===== config.mk =====
export PLATFORM = sky130hd
export DESIGN_NAME = vipr_responder
export DESIGN_NICKNAME = d
export VERILOG_FILES = /design/src/rtl/vipr_pkg.sv /design/src/rtl/vipr_responder.sv
export VERILOG_INCLUDE_DIRS = /design/src /design/src/rtl
export SDC_FILE = /design/constraint.sdc
export NUM_CORES = 1
export LEC_CHECK = 0
export BUFFER_PORTS_ARGS = -buffer_cell sky130_fd_sc_hd__buf_2
export CORE_AREA = 2 2 568 570
export CTS_BUF_LIST = sky130_fd_sc_hd__clkbuf_8 sky130_fd_sc_hd__clkbuf_16
export DETAILED_ROUTE_END_ITERATION = 7
export DIE_AREA = 0 0 570 572
export PLACE_DENSITY = 0.3
export SYNTH_ARGS = -nofsm -noshare
export SYNTH_HDL_FRONTEND = slang
export SYNTH_SLANG_ARGS = --single-unit

===== constraint.sdc =====
create_clock -name CLK -period 9.1 [get_ports CLK]
set_input_delay 2.73 -clock CLK [delete_from_list [all_inputs] [get_ports CLK]]
set_output_delay 2.73 -clock CLK [all_outputs]
set_load 0.02 [all_outputs]

===== src/rtl/vipr_regs.svh =====
// constants for the vital-product-data inquiry page responder
// Behaviour
// byte 0 of every page: qualifier 0, peripheral device type 0 (direct access).
// byte 1 echoes the page code the initiator asked for.
// supported-pages page lists each supported code, one per byte, ascending.
// list holds fifteen codes 00h through D2h, page length 0Fh.
// firmware page reports page length 188 in byte 3.
// short allocation truncates the transfer, page length stays unadjusted.
// microcode identifier bytes 24-35 alphanumeric, left aligned, space padded.
// servo part number bytes 36-39 hold only hex ASCII characters.
// major version in bytes 40-41, minor version in bytes 42-43.
// build count 44-47, master build number 48-51, build date 52-83.
// product name 84-91, interface and speed 92-99, code use 100-107.
// bytes 136-167 hold last 32 characters of the build directory.
// operating state codes 0 to 5 in bytes 168-171.
// operating state codes 6, 7, 8, 10 and 11.
// functional mode low byte: 0 plain, 1 special command mode.
// degraded cause 176-179, broken cause 180-183, same error-class encoding.
// code mode 184-187: 0 rom, 1 overlay, 2 media, 3 unsaved download.
// flash firmware revision level in bytes 188-191.
// serial-number page length byte is 16 (10h).
// serial number right aligned after the header.
// unsupported page code answers check condition, no page data.
// initiator re-issues with larger allocation when page length exceeds bytes received.
`ifndef VIPR_REGS_SVH
`define VIPR_REGS_SVH

`define VIPR_PAGE_SUPPORTED 8'h00
`define VIPR_PAGE_FIRMWARE 8'h03
`define VIPR_PAGE_SERIAL 8'h80
`define VIPR_HDR_BYTE0 8'h00
`define VIPR_HDR_SIZE 8'h04
`define VIPR_POS_QUAL 8'h00
`define VIPR_POS_PAGE 8'h01
`define VIPR_POS_RSVD 8'h02
`define VIPR_POS_LEN 8'h03
`define VIPR_LEN_SUPPORTED 8'h0F
`define VIPR_LEN_FIRMWARE 8'hBC
`define VIPR_LEN_SERIAL 8'h10
`define VIPR_SUPP_LIST 120'h00_03_80_83_86_87_88_8A_90_91_B0_B1_B2_D1_D2

`define VIPR_OFF_UCODE 8'h18
`define VIPR_OFF_SERVO 8'h24
`define VIPR_OFF_MAJOR 8'h28
`define VIPR_OFF_MINOR 8'h2A
`define VIPR_OFF_UCOUNT 8'h2C
`define VIPR_OFF_BUILD 8'h30
`define VIPR_OFF_DATE 8'h34
`define VIPR_OFF_PRODUCT 8'h54
`define VIPR_OFF_IFACE 8'h5C
`define VIPR_OFF_CTYPE 8'h64
`define VIPR_OFF_UNAME 8'h6C
`define VIPR_OFF_MACHINE 8'h78
`define VIPR_OFF_DIR 8'h88
`define VIPR_OFF_OPSTATE 8'hA8
`define VIPR_OFF_FUNC 8'hAC
`define VIPR_OFF_DEGRADED 8'hB0
`define VIPR_OFF_BROKEN 8'hB4
`define VIPR_OFF_CMODE 8'hB8
`define VIPR_OFF_FLASHREV 8'hBC

`define VIPR_ASCII_SPACE 8'h20
`define VIPR_ASCII_ZERO 8'h30
`define VIPR_RST_BYTE 8'h00

`endif


===== src/rtl/vipr_pkg.sv =====
// types shared by the inquiry page responder and its users
package vipr_pkg;

    typedef enum logic [7:0] {
        state_hw_failed = 8'h00,
        state_soft_failed = 8'h01,
        state_motor_stopped = 8'h02,
        state_motor_starting = 8'h03,
        state_spun_unloaded = 8'h04,
        state_ready = 8'h05,
        state_low_power = 8'h06,
        state_halted_after_ready = 8'h07,
        state_awaiting_link_notify = 8'h08,
        state_quiet_spinup = 8'h0A,
        state_notify_then_spinup = 8'h0B
    } vipr_op_state_e;

    typedef enum logic [7:0] {
        func_plain = 8'h00,
        func_special_commands = 8'h01
    } vipr_func_mode_e;

    typedef enum logic [7:0] {
        code_from_rom = 8'h00,
        code_rom_overlay = 8'h01,
        code_from_media = 8'h02,
        code_unsaved_download = 8'h03
    } vipr_code_mode_e;

    typedef logic [31:0] vipr_error_class_code_t;

    // string fields: element [N-1] is the first byte on the wire
    typedef struct packed {
        logic [11:0][7:0] ucode_id;
        logic [3:0][7:0] servo_pn;
        logic [15:0] major;
        logic [15:0] minor;
        logic [31:0] user_count;
        logic [31:0] build_num;
        logic [31:0][7:0] build_date;
        logic [7:0][7:0] product;
        logic [7:0][7:0] interface_id;
        logic [7:0][7:0] code_type;
        logic [11:0][7:0] user_name;
        logic [15:0][7:0] machine;
        logic [31:0][7:0] dir_name;
        vipr_op_state_e op_state;
        vipr_func_mode_e func_mode;
        vipr_error_class_code_t degraded;
        vipr_error_class_code_t broken;
        vipr_code_mode_e code_mode;
        logic [31:0] flash_rev;
        logic [15:0][7:0] serial;
        logic [4:0] serial_len;
    } vipr_fw_info_s;

    typedef struct packed {
        logic valid;
        logic [7:0] page;
        logic [15:0] alloc;
    } vipr_req_s;

    typedef struct packed {
        logic valid;
        logic [7:0] data;
        logic last;
    } vipr_stream_s;

    typedef struct packed {
        logic done;
        logic check;
    } vipr_resp_s;

    typedef enum logic [2:0] {
        ST_IDLE = 3'h1,
        ST_SEND = 3'h2,
        ST_CLOSE = 3'h4
    } vipr_state_e;

    typedef struct packed {
        vipr_state_e st;
        logic [7:0] page;
        logic [7:0] idx;
        logic [7:0] count;
        vipr_stream_s out;
        vipr_resp_s resp;
        logic req_ready;
        logic busy;
    } vipr_state_s;

endpackage : vipr_pkg


===== src/rtl/vipr_responder.sv =====
// inquiry vital-product-data page responder: pages 00h, 03h and 80h as a byte stream
`include "vipr_regs.svh"

module vipr_responder (
    input wire logic CLK,
    input wire logic RST,
    input vipr_pkg::vipr_req_s REQ,
    output logic REQ_READY,
    input vipr_pkg::vipr_fw_info_s FW_INFO,
    output vipr_pkg::vipr_stream_s OUT,
    input wire logic OUT_READY,
    output vipr_pkg::vipr_resp_s RESP,
    output logic BUSY
);
    import vipr_pkg::*;

    ////////////////////////////////////////////////////////////////////////////////
    // field helpers

    function automatic logic is_alnum(input logic [7:0] c);
        is_alnum = (c >= 8'h30 && c <= 8'h39) || (c >= 8'h41 && c <= 8'h5A) || (c >= 8'h61 && c <= 8'h7A);
    endfunction : is_alnum

    function automatic logic is_hex(input logic [7:0] c);
        is_hex = (c >= 8'h30 && c <= 8'h39) || (c >= 8'h41 && c <= 8'h46);
    endfunction : is_hex

    // left-justify the microcode id: alphanumerics keep their order, stray characters are
    // squeezed out so the producer cannot leave a gap at the front, the tail is space filled
    function automatic logic [7:0] ucode_left(input logic [11:0][7:0] id, input logic [7:0] r);
        logic [7:0] n;
        n = 8'h00;
        ucode_left = `VIPR_ASCII_SPACE;
        for (int i = 11; i >= 0; i--)
        begin
            if (is_alnum(id[i]))
            begin
                if (n == r)
                    ucode_left = id[i];
                n = n + 8'h01;
            end
        end
    endfunction : ucode_left

    // big-endian byte k of a 32-bit value
    function automatic logic [7:0] be32(input logic [31:0] v, input logic [1:0] k);
        be32 = v[8'(31 - 8 * k) -: 8];
    endfunction : be32

    function automatic logic is_supported(input logic [7:0] p);
        is_supported = (p == `VIPR_PAGE_SUPPORTED) || (p == `VIPR_PAGE_FIRMWARE) || (p == `VIPR_PAGE_SERIAL);
    endfunction : is_supported

    function automatic logic [7:0] page_len(input logic [7:0] p);
        case (p)
            `VIPR_PAGE_SUPPORTED: page_len = `VIPR_LEN_SUPPORTED;
            `VIPR_PAGE_FIRMWARE: page_len = `VIPR_LEN_FIRMWARE;
            `VIPR_PAGE_SERIAL: page_len = `VIPR_LEN_SERIAL;
            default: page_len = `VIPR_RST_BYTE;
        endcase
    endfunction : page_len

    ////////////////////////////////////////////////////////////////////////////////
    // firmware page body, bytes 4 and up

    function automatic logic [7:0] fw_byte(input logic [7:0] idx, input vipr_fw_info_s f);
        logic [7:0] r;
        logic [7:0] c;
        r = 8'h00;
        c = 8'h00;
        fw_byte = 8'h00;
        if (idx >= `VIPR_OFF_UCODE && idx < `VIPR_OFF_SERVO)
        begin
            r = idx - `VIPR_OFF_UCODE;
            fw_byte = ucode_left(f.ucode_id, r);
        end
        else if (idx >= `VIPR_OFF_SERVO && idx < `VIPR_OFF_MAJOR)
        begin
            r = idx - `VIPR_OFF_SERVO;
            c = f.servo_pn[2'(8'd3 - r)];
            fw_byte = is_hex(c) ? c : `VIPR_ASCII_ZERO;
        end
        else if (idx >= `VIPR_OFF_MAJOR && idx < `VIPR_OFF_UCOUNT)
        begin
            r = idx - `VIPR_OFF_MAJOR;
            fw_byte = be32({f.major, f.minor}, r[1:0]);
        end
        else if (idx >= `VIPR_OFF_UCOUNT && idx < `VIPR_OFF_BUILD)
        begin
            r = idx - `VIPR_OFF_UCOUNT;
            fw_byte = be32(f.user_count, r[1:0]);
        end
        else if (idx >= `VIPR_OFF_BUILD && idx < `VIPR_OFF_DATE)
        begin
            r = idx - `VIPR_OFF_BUILD;
            fw_byte = be32(f.build_num, r[1:0]);
        end
        else if (idx >= `VIPR_OFF_DATE && idx < `VIPR_OFF_PRODUCT)
        begin
            r = idx - `VIPR_OFF_DATE;
            fw_byte = f.build_date[5'(8'd31 - r)];
        end
        else if (idx >= `VIPR_OFF_PRODUCT && idx < `VIPR_OFF_IFACE)
        begin
            r = idx - `VIPR_OFF_PRODUCT;
            fw_byte = f.product[3'(8'd7 - r)];
        end
        else if (idx >= `VIPR_OFF_IFACE && idx < `VIPR_OFF_CTYPE)
        begin
            r = idx - `VIPR_OFF_IFACE;
            fw_byte = f.interface_id[3'(8'd7 - r)];
        end
        else if (idx >= `VIPR_OFF_CTYPE && idx < `VIPR_OFF_UNAME)
        begin
            r = idx - `VIPR_OFF_CTYPE;
            fw_byte = f.code_type[3'(8'd7 - r)];
        end
        else if (idx >= `VIPR_OFF_UNAME && idx < `VIPR_OFF_MACHINE)
        begin
            r = idx - `VIPR_OFF_UNAME;
            fw_byte = f.user_name[4'(8'd11 - r)];
        end
        else if (idx >= `VIPR_OFF_MACHINE && idx < `VIPR_OFF_DIR)
        begin
            r = idx - `VIPR_OFF_MACHINE;
            fw_byte = f.machine[4'(8'd15 - r)];
        end
        else if (idx >= `VIPR_OFF_DIR && idx < `VIPR_OFF_OPSTATE)
        begin
            // the producer keeps only the path tail; a shorter path arrives space filled
            r = idx - `VIPR_OFF_DIR;
            fw_byte = f.dir_name[5'(8'd31 - r)];
        end
        else if (idx >= `VIPR_OFF_OPSTATE && idx < `VIPR_OFF_FUNC)
        begin
            r = idx - `VIPR_OFF_OPSTATE;
            fw_byte = be32({24'h000000, f.op_state}, r[1:0]); // see R13
        end
        else if (idx >= `VIPR_OFF_FUNC && idx < `VIPR_OFF_DEGRADED)
        begin
            r = idx - `VIPR_OFF_FUNC;
            fw_byte = be32({24'h000000, f.func_mode}, r[1:0]);
        end
        else if (idx >= `VIPR_OFF_DEGRADED && idx < `VIPR_OFF_BROKEN)
        begin
            r = idx - `VIPR_OFF_DEGRADED;
            fw_byte = be32(f.degraded, r[1:0]);
        end
        else if (idx >= `VIPR_OFF_BROKEN && idx < `VIPR_OFF_CMODE)
        begin
            r = idx - `VIPR_OFF_BROKEN;
            fw_byte = be32(f.broken, r[1:0]);
        end
        else if (idx >= `VIPR_OFF_CMODE && idx < `VIPR_OFF_FLASHREV)
        begin
            r = idx - `VIPR_OFF_CMODE;
            fw_byte = be32({24'h000000, f.code_mode}, r[1:0]);
        end
        else if (idx >= `VIPR_OFF_FLASHREV)
        begin
            r = idx - `VIPR_OFF_FLASHREV;
            fw_byte = be32(f.flash_rev, r[1:0]);
        end
    endfunction : fw_byte

    ////////////////////////////////////////////////////////////////////////////////
    // one byte of any page image

    function automatic logic [7:0] page_byte(input logic [7:0] p, input logic [7:0] idx,
                                             input vipr_fw_info_s f);
        logic [7:0] r;
        logic [119:0] list;
        r = idx - `VIPR_HDR_SIZE;
        list = `VIPR_SUPP_LIST;
        page_byte = 8'h00;
        case (idx)
            `VIPR_POS_QUAL: page_byte = `VIPR_HDR_BYTE0;
            `VIPR_POS_PAGE: page_byte = p;
            `VIPR_POS_RSVD: page_byte = 8'h00;
            `VIPR_POS_LEN: page_byte = page_len(p);
            default:
            begin
                case (p)
                    `VIPR_PAGE_SUPPORTED:
                        page_byte = list[7'(8'd119 - 8'd8 * r) -: 8]; // see R3
                    `VIPR_PAGE_FIRMWARE:
                        page_byte = fw_byte(idx, f);
                    `VIPR_PAGE_SERIAL:
                    begin
                        // low elements hold the right end of the number
                        if ({1'b0, 4'(8'd15 - r)} < f.serial_len)
                            page_byte = f.serial[4'(8'd15 - r)];
                        else
                            page_byte = `VIPR_ASCII_SPACE;
                    end
                    default: page_byte = 8'h00;
                endcase
            end
        endcase
    endfunction : page_byte

    ////////////////////////////////////////////////////////////////////////////////
    // sequencer

    vipr_state_s cur;
    vipr_state_s next_cur;
    logic [7:0] total;
    logic [7:0] n_send;
    logic take;
    logic [7:0] cur_byte;

    always_comb
    begin
        next_cur = cur;
        next_cur.resp = '0;
        total = page_len(REQ.page) + `VIPR_HDR_SIZE;
        // truncation shortens the stream only, never the length byte
        n_send = (REQ.alloc < {8'h00, total}) ? REQ.alloc[7:0] : total;
        take = !cur.out.valid || OUT_READY;
        cur_byte = page_byte(cur.page, cur.idx, FW_INFO);
        case (cur.st)
            ST_IDLE:
            begin
                if (REQ.valid && cur.req_ready)
                begin
                    if (!is_supported(REQ.page))
                    begin
                        next_cur.resp.check = 1'b1;
                        next_cur.resp.done = 1'b1;
                    end
                    else if (n_send == 8'h00)
                        next_cur.resp.done = 1'b1;
                    else
                    begin
                        next_cur.req_ready = 1'b0;
                        next_cur.busy = 1'b1;
                        next_cur.page = REQ.page;
                        next_cur.idx = 8'h00;
                        next_cur.count = n_send;
                        next_cur.st = ST_SEND;
                    end
                end
            end
            ST_SEND:
            begin
                if (take)
                begin
                    next_cur.out.valid = 1'b1;
                    next_cur.out.data = cur_byte;
                    next_cur.out.last = (cur.idx == cur.count - 8'h01);
                    next_cur.idx = cur.idx + 8'h01;
                    if (cur.idx == cur.count - 8'h01)
                        next_cur.st = ST_CLOSE;
                end
            end
            ST_CLOSE:
            begin
                // hold the final byte until the sink takes it
                if (OUT_READY)
                begin
                    next_cur.out = '0;
                    next_cur.resp.done = 1'b1;
                    next_cur.req_ready = 1'b1;
                    next_cur.busy = 1'b0;
                    next_cur.st = ST_IDLE;
                end
            end
            default:
            begin
                next_cur = '0;
                next_cur.st = ST_IDLE;
                next_cur.req_ready = 1'b1;
            end
        endcase
    end

    always_ff @(posedge CLK or posedge RST)
    begin
        if (RST)
        begin
            cur <= '{st: ST_IDLE, page: `VIPR_RST_BYTE, idx: `VIPR_RST_BYTE, count: `VIPR_RST_BYTE,
                     out: '0, resp: '0, req_ready: 1'b1, busy: 1'b0};
        end
        else
            cur <= next_cur;
    end

    ////////////////////////////////////////////////////////////////////////////////
    // outputs

    assign OUT = cur.out;
    assign RESP = cur.resp;
    assign REQ_READY = cur.req_ready;
    assign BUSY = cur.busy;

endmodule : vipr_responder


---- Word level (Yosys, flattened, before mapping) ----
Cells that the tools add are included.
word-level totals
  flip-flop bits (word level) ............. 41
  input port bits ......................... 1433
  output and inout port bits .............. 14
  logic and storage cells ................. 471
operators by class
  $add $sub $neg .......................... 51
  magnitude comparators ................... 122
  equal/unequal tests ..................... 28
  shift operators ......................... 10
  muxes and demuxes ....................... 147
  bitwise logic cells ..................... 4
  reductions and logical operators ........ 98
operator list
  operator                                                         number
  2-to-1 mux 8 bit                                                 110
  indexed part select 39 x 9 -> 8 bit                              9
  >= comparator 8 x 7 -> 1 bit (second input constant)             30
  less-or-equal comparator 8 x 7 -> 1 bit (second input constant)  25
  >= comparator 8 x 6 -> 1 bit (second input constant)             18
  indexed part select 127 x 8 -> 8 bit (first input constant)      1
  case mux 8 bit (3 select lines)                                  5
  less-or-equal comparator 8 x 6 -> 1 bit (second input constant)  13
  binary-select mux 8 bit (select 4 bit)                           3
  equality test 8 bit                                              12
  adder 8 x 1 -> 8 bit (second input constant)                     11
  2-to-1 mux 27 bit                                                3
  binary-select mux 8 bit (select 5 bit)                           2
  binary-select mux 8 bit (select 3 bit)                           3
  >= comparator 8 bit (second input constant)                      7
  logical AND 1 bit                                                56
  < comparator 8 bit (second input constant)                       7
  subtractor 5 x 5 -> 6 bit (first input constant)                 9
  zero test 8 bit                                                  5
  < comparator 8 x 6 -> 1 bit (second input constant)              5
  < comparator 8 x 7 -> 1 bit (second input constant)              5
  equality test 8 x 2 -> 1 bit (second input constant)             4
  case mux 8 bit (2 select lines)                                  2
  case mux 10 bit (3 select lines)                                 1
  46 further kinds                                                 114

---- Longest topological paths before layout ----
  depth in word-level cells ............... 66
  gate-level depth with buffers ........... 42
  gate-level depth less buffers ........... 38

---- Worst setup path after synthesis ----
Ideal clock, no wire load.
  kind .................................... input to register
  start point ............................. input FW_INFO[1389] (netlist name)
  end point ............................... register cur (netlist bit OUT[4])
  library setup time ...................... 0.126 ns
  arrival time ............................ 10.044 ns
  data required time ...................... 8.974 ns
  setup slack ............................. -1.069 ns
  stages on the path ...................... 40
  buffers on the path ..................... 3
  path through ............................ or4_1 nor2_1 a2111o_1 inv_1 ha_1 clkbuf_1 inv_1 o2111ai_1 nor2_1 nor2_2 inv_1 ha_1 o21a_1 nor3_1 nor2_1 ha_1 nand2b_1 and3_1 [... 4 more ...] ha_1 nand2_1 o31a_1 nor2_1 ha_1 nand2_1 o31ai_1 ha_1 mux2_2 ha_1 xnor3_1 nand3_1 a2111oi_0 mux2_2 o21ai_1 buf_2 o311ai_1 o21ai_1
between the ends
  cells in the longest elaborated chain, start to end .. 61
  elaborated cells on any way between the ends .. 105
  classes of those cells .................. add/sub (9); order compare (6); eq/ne (10); mux (75); reduce/logical (5)
RTL lines
  item                                                        line                   text
  start, declared                                             vipr_responder.sv:9    input vipr_pkg::vipr_fw_info_s FW_INFO,
  >= comparator 8 x 6 -> 1 bit, or another cell as far along  vipr_responder.sv:21   is_alnum = (c >= 8'h30 && c <= 8'h39) || (c >= 8'h41 && c <= 8'h5A) || (c >= 8'h61 && c <= 8'h7A);
  logical AND 1 bit                                           vipr_responder.sv:21
  logical OR 1 bit                                            vipr_responder.sv:21
  logical OR 1 bit *                                          vipr_responder.sv:21
  2-to-1 mux 8 bit                                            vipr_responder.sv:36   if (is_alnum(id[i]))
  2-to-1 mux 8 bit                                            vipr_responder.sv:72   if (idx >= `VIPR_OFF_UCODE && idx < `VIPR_OFF_SERVO)
  2-to-1 mux 8 bit                                            vipr_responder.sv:183  case (p)
  2-to-1 mux 8 bit                                            vipr_responder.sv:176  case (idx)
  [... 45 more ...]                                           n/a
  equality test 8 bit                                         vipr_responder.sv:38   if (n == r)
  2-to-1 mux 8 bit                                            vipr_responder.sv:38
  2-to-1 mux 8 bit *                                          vipr_responder.sv:36
  2-to-1 mux 8 bit *                                          vipr_responder.sv:72
  case mux 8 bit (3 select lines) *                           vipr_responder.sv:183
  case mux 8 bit (3 select lines) *                           vipr_responder.sv:176
  2-to-1 mux 10 bit *                                         vipr_responder.sv:246  if (take)
  case mux 10 bit (3 select lines) *                          vipr_responder.sv:221  case (cur.st)
  end signal, assigned                                        vipr_responder.sv:281  cur <= '{st: ST_IDLE, page: `VIPR_RST_BYTE, idx: `VIPR_RST_BYTE, count: `VIPR_RST_BYTE,
  end signal, assigned                                        vipr_responder.sv:285  cur <= next_cur;
  end, declared                                               vipr_responder.sv:205  vipr_state_s cur;
Mark *: on every way between the ends. The rest lies on a longest branch, timed or not. The select of a mux whose other input is x is not followed.
A chain may end at the register's enable or synchronous reset.

---- Final worst setup path ----
  start point ............................. input FW_INFO[1392] (netlist name)
  end point ............................... register cur (netlist bit OUT[5])
The elaborated chain is that of the path after synthesis.

==> metrics.md <==
| Metric | Value |
|---|---|
| Outcome | `finished, final reports clean` |
| Buffers on Ports | `between 1,000 and 1,500` |
| CTS Sinks | `41` |
| Initial antenna violation count | `around 150` |
| Vias per cell | `3.24` |
| Synthesized flop and latch total | `41` |
| Mapped Area | `between 15,000 and 20,000 um2` |
| Startpoint Class | `primary input` |
| Synth async-reset ratio | `1.00` |
| Clock transition at path regs | `0.07 ns` |
| Worst r2r src | `cur[22]` |
| Cell Pwr Density | `105 nW/um2` |
| Util after Layout | `0.0993` |
| Max H-tree Level | `2` |
| Hold endpoint | `BUSY` |
| Worst Tran Pin Value | `1.26 ns` |
| Root buffer cell | `clkbuf_16` |
| Most frequent cells in the layout | `buf_2 (1,444), mux4_2 (279), buf_4 (167)` |
| Vias in the first global route | `25,600` |
| Critical-path maximum fanout | `7` |
| Skew-Pair Late Insertion Delay | `0.31 ns` |
| CTS max path bufs | `2` |
| Global-route wire length before repair | `264,000 um` |
| WP data required | `9.33 ns` |
| Synth-to-layout area growth | `79.5%` |
| Crit path buf inv count | `5` |
| Post-Syn Instances | `1,909` |
| CTS hold repair buffers | `0` |
| Drt drc | `0` |
| RR Endpoint | `OUT[5]` |
| Total CTS buffers | `5` |
| Synth Warn # | `0` |
| Clock power frac | `0.060` |
| Fin cells | `7,632` |
| P_int | `~0.0016 W` |
| Depth of the most critical reg-to-reg path | `17` |
| Hold path depth | `1` |
| Unrepaired setup endpoints after global routing | `true` |
| CP delay by family, top | `adder cells` |
| Comb power frac | `0.863` |
| Post-Route WL | `213,000 um` |
| Total power | `0.00334 W` |
| Number of max-cap violations | `0` |
| WHS | `0.485 ns` |
| HP Start | `BUSY` |
| Synth unique cells | `slightly below 100` |
| Crit-path slowest cell | `or4_4` |
| Setup WS pre-CTS | `-0.503 ns` |
| Leading cell type in the layout, fill and taps excluded | `buf_2` |
| Die Span Y | `between 500 and 600 um` |
| Fin. Hold Viols | `0` |
| TritonCTS clock tree | `done` |
| Post-synthesis sequential area ratio | `0.0581` |
| Crit path kind | `in2reg` |
| Most used cell, CP | `ha_4` |
| Initial Utilization | `0.0553` |
| Seq pwr share | `0.078` |
| Number of flops mapped to enable cells by yosys | `0` |
| Remaining Overflow, GRT | `0` |
| Final #Nets | `4,829` |
| Setup crit end kind | `register` |
| Worst vdd ir | `just over 0.1 mV` |
| Inst Count DP | `7,548` |
| Switching pwr | `0.00174 W` |
| Crit path arrival time | `9.27 ns` |
| Die area | `326,000 um2` |
| Ys flop type | `dfrtp_1` |
| Largest net degree at the start of global routing | `~90` |
| Final setup violating endpoints | `0` |
| Leakage | `between 10 and 15 nW` |
| Antenna Nets Post-Route | `0` |
| Post-route clock period utilization | `0.993` |
| FF-to-FF setup slack | `2.31 ns` |
| Peak Freq | `0.111 GHz` |
| Skew final | `0.00931 ns` |
| Mapped Nets | `between 3,000 and 4,000` |
| CP Launch Point | `FW_INFO[1392]` |
| Hold crit path type | `reg2reg` |
| Total number of vias | `24,700` |
| Num rows | `about 210` |
| Total global-route track usage | `0.124` |
| DR WL/cell | `27.9 um` |
| Gp weighted congestion | `between 0.9 and 1` |
| Initial DRC count | `1,611` |
| Router iterations before antenna repair | `5` |
| Final worst slack | `0.0625 ns` |
| Synth Area per Inst | `9.27 um2` |
| Share of layout cells above drive strength 1 | `0.610` |
| DPL Wire Length | `191,000 um` |
| Die width | `570 um` |
| Sw Share | `0.521` |
| Core region area | `about 320,000 um2` |
| CP max stage delay | `0.54 ns` |
| Clock period minus worst slack | `~9 ns` |
| Final Max Tran Viols | `0` |
| Ports | `approximately 1,400` |
| Max_slew headroom | `0.151` |
power by group through the flow:
stage          registers, W  clock network (W)  logic (W)
6_report           0.000259           0.000200    0.00288
3_3_place_gp       0.000263                  0    0.00291
2_1_floorplan      0.000243                  0    0.00160
3_5_place_dp       0.000262                  0    0.00291
5_1_grt            0.000265           0.000212    0.00312
4_1_cts            0.000259           0.000205    0.00293
synth_stat cells, types with 10 or more instances:
library cell    n  area share
buf_4          17      0.0072
o22ai_1        45       0.016
nand2b_1       17      0.0060
o31ai_1        21      0.0089
o21ai_1        10      0.0028
nor2_1        119       0.025
nor2b_1        12      0.0042
xor2_1         17      0.0084
o221ai_1       71       0.035
nand2_1       154       0.033
mux2_2         18       0.011
and3_1         16      0.0057
a21oi_1       125       0.035
mux4_2        279        0.36
mux2i_1       145       0.082
or4_1          15      0.0064
nand4_1        15      0.0053
o211ai_1       15      0.0064
ha_1           33       0.023
o21ai_0        74       0.021
a221oi_1       18      0.0089
o21a_1         11      0.0047
or3_1          16      0.0057
and2_1         22      0.0078
inv_1          47       0.010
clkbuf_1       94       0.020
a31oi_1        16      0.0057
dfrtp_1        39       0.055
buf_2          33      0.0093
nand3_1        42       0.012
nor3_1         57       0.016
nor4_1         14      0.0049
a211oi_1       37       0.016
buf_1          32      0.0068
a21o_1         12      0.0051
xnor2_1        43       0.021
a22oi_1        18      0.0076
metal layers:
metal,track usage,vias up,part of all wire
met5,0,-,0.0013
met4,0.0242,40,0.024
met3,0.0258,225,0.062
met2,0.214,1313,0.49
met1,0.157,12300,0.43
li1,-,10900,-
worst max-delay path by stage:
stage	end	slack [ns]	depth (start not counted)
4_1_cts	OUT[5]	0.004	39
3_3_place_gp	OUT[5]	-0.59	39
5_1_grt	OUT[5]	-0.17	38
3_5_place_dp	OUT[5]	-0.50	39
6_report	OUT[5]	0.06	38
2_1_floorplan	OUT[4]	-0.45	40
cell families (layout without fill, tap and decap cells):
| kind of cell | count (synthesis) | after routing | synth area share |
|---|---|---|---|
| compound gates | 554 | 554 | 0.219 |
| simple gates | 535 | 535 | 0.149 |
| mux | 448 | 448 | 0.453 |
| buf+inv | 226 | 1681 | 0.0539 |
| xor+xnor | 72 | 72 | 0.0439 |
| flops | 41 | 41 | 0.0581 |
| fa+ha+maj | 33 | 33 | 0.0233 |
| other cells | 0 | 68 | 0 |
final cells by class:
cell class	instances	area (um2)
antenna	68	170
clock buffer	6	139
clock inverter	2	13.8
fill	37200	288000
inverter	50	198
multi-input combinational	1642	16300
sequential	41	1040
tap	4200	5260
timing repair buffer	1623	8670
repair_timing:
item,in CTS,in global routing
resized for setup,9,39
buffers inserted,2,6
hold endpoints to repair,0,0
endpoints found under the setup margin,7,7
pin swaps,4,26
per-stage QoR:
stage	cell area, um2	setup TNS (ns)
floorplan	17900	-2.33
global placement	31100	-3.91
detailed placement	31100	-3.33
CTS	31400	0
global route	31700	-1.06
finish	31800	0
flip-flops by register name (all words and copies together) (netlist names):
name,cells
RESP,2
BUSY,1
REQ_READY,1
OUT,10
cur,27
worst reg2reg max path: stages (launching register included):
cell and delay, ns:
dfrtp_4 0.49, inv_1 0.36, ha_1 0.57, nor2b_1 0.24
nand2_1 0.14, a211oi_4 0.89, or2_2 0.55, o221ai_1 0.42
a31oi_2 0.64, o221ai_1 0.32, a31oi_1 0.25, nor3_1 0.09
buf_4 0.19, a211oi_1 0.43, o21ai_0 0.41, a21oi_1 0.40
o41a_1 0.23, o21ai_1 0.06
Power figures use the tool's default switching activity.
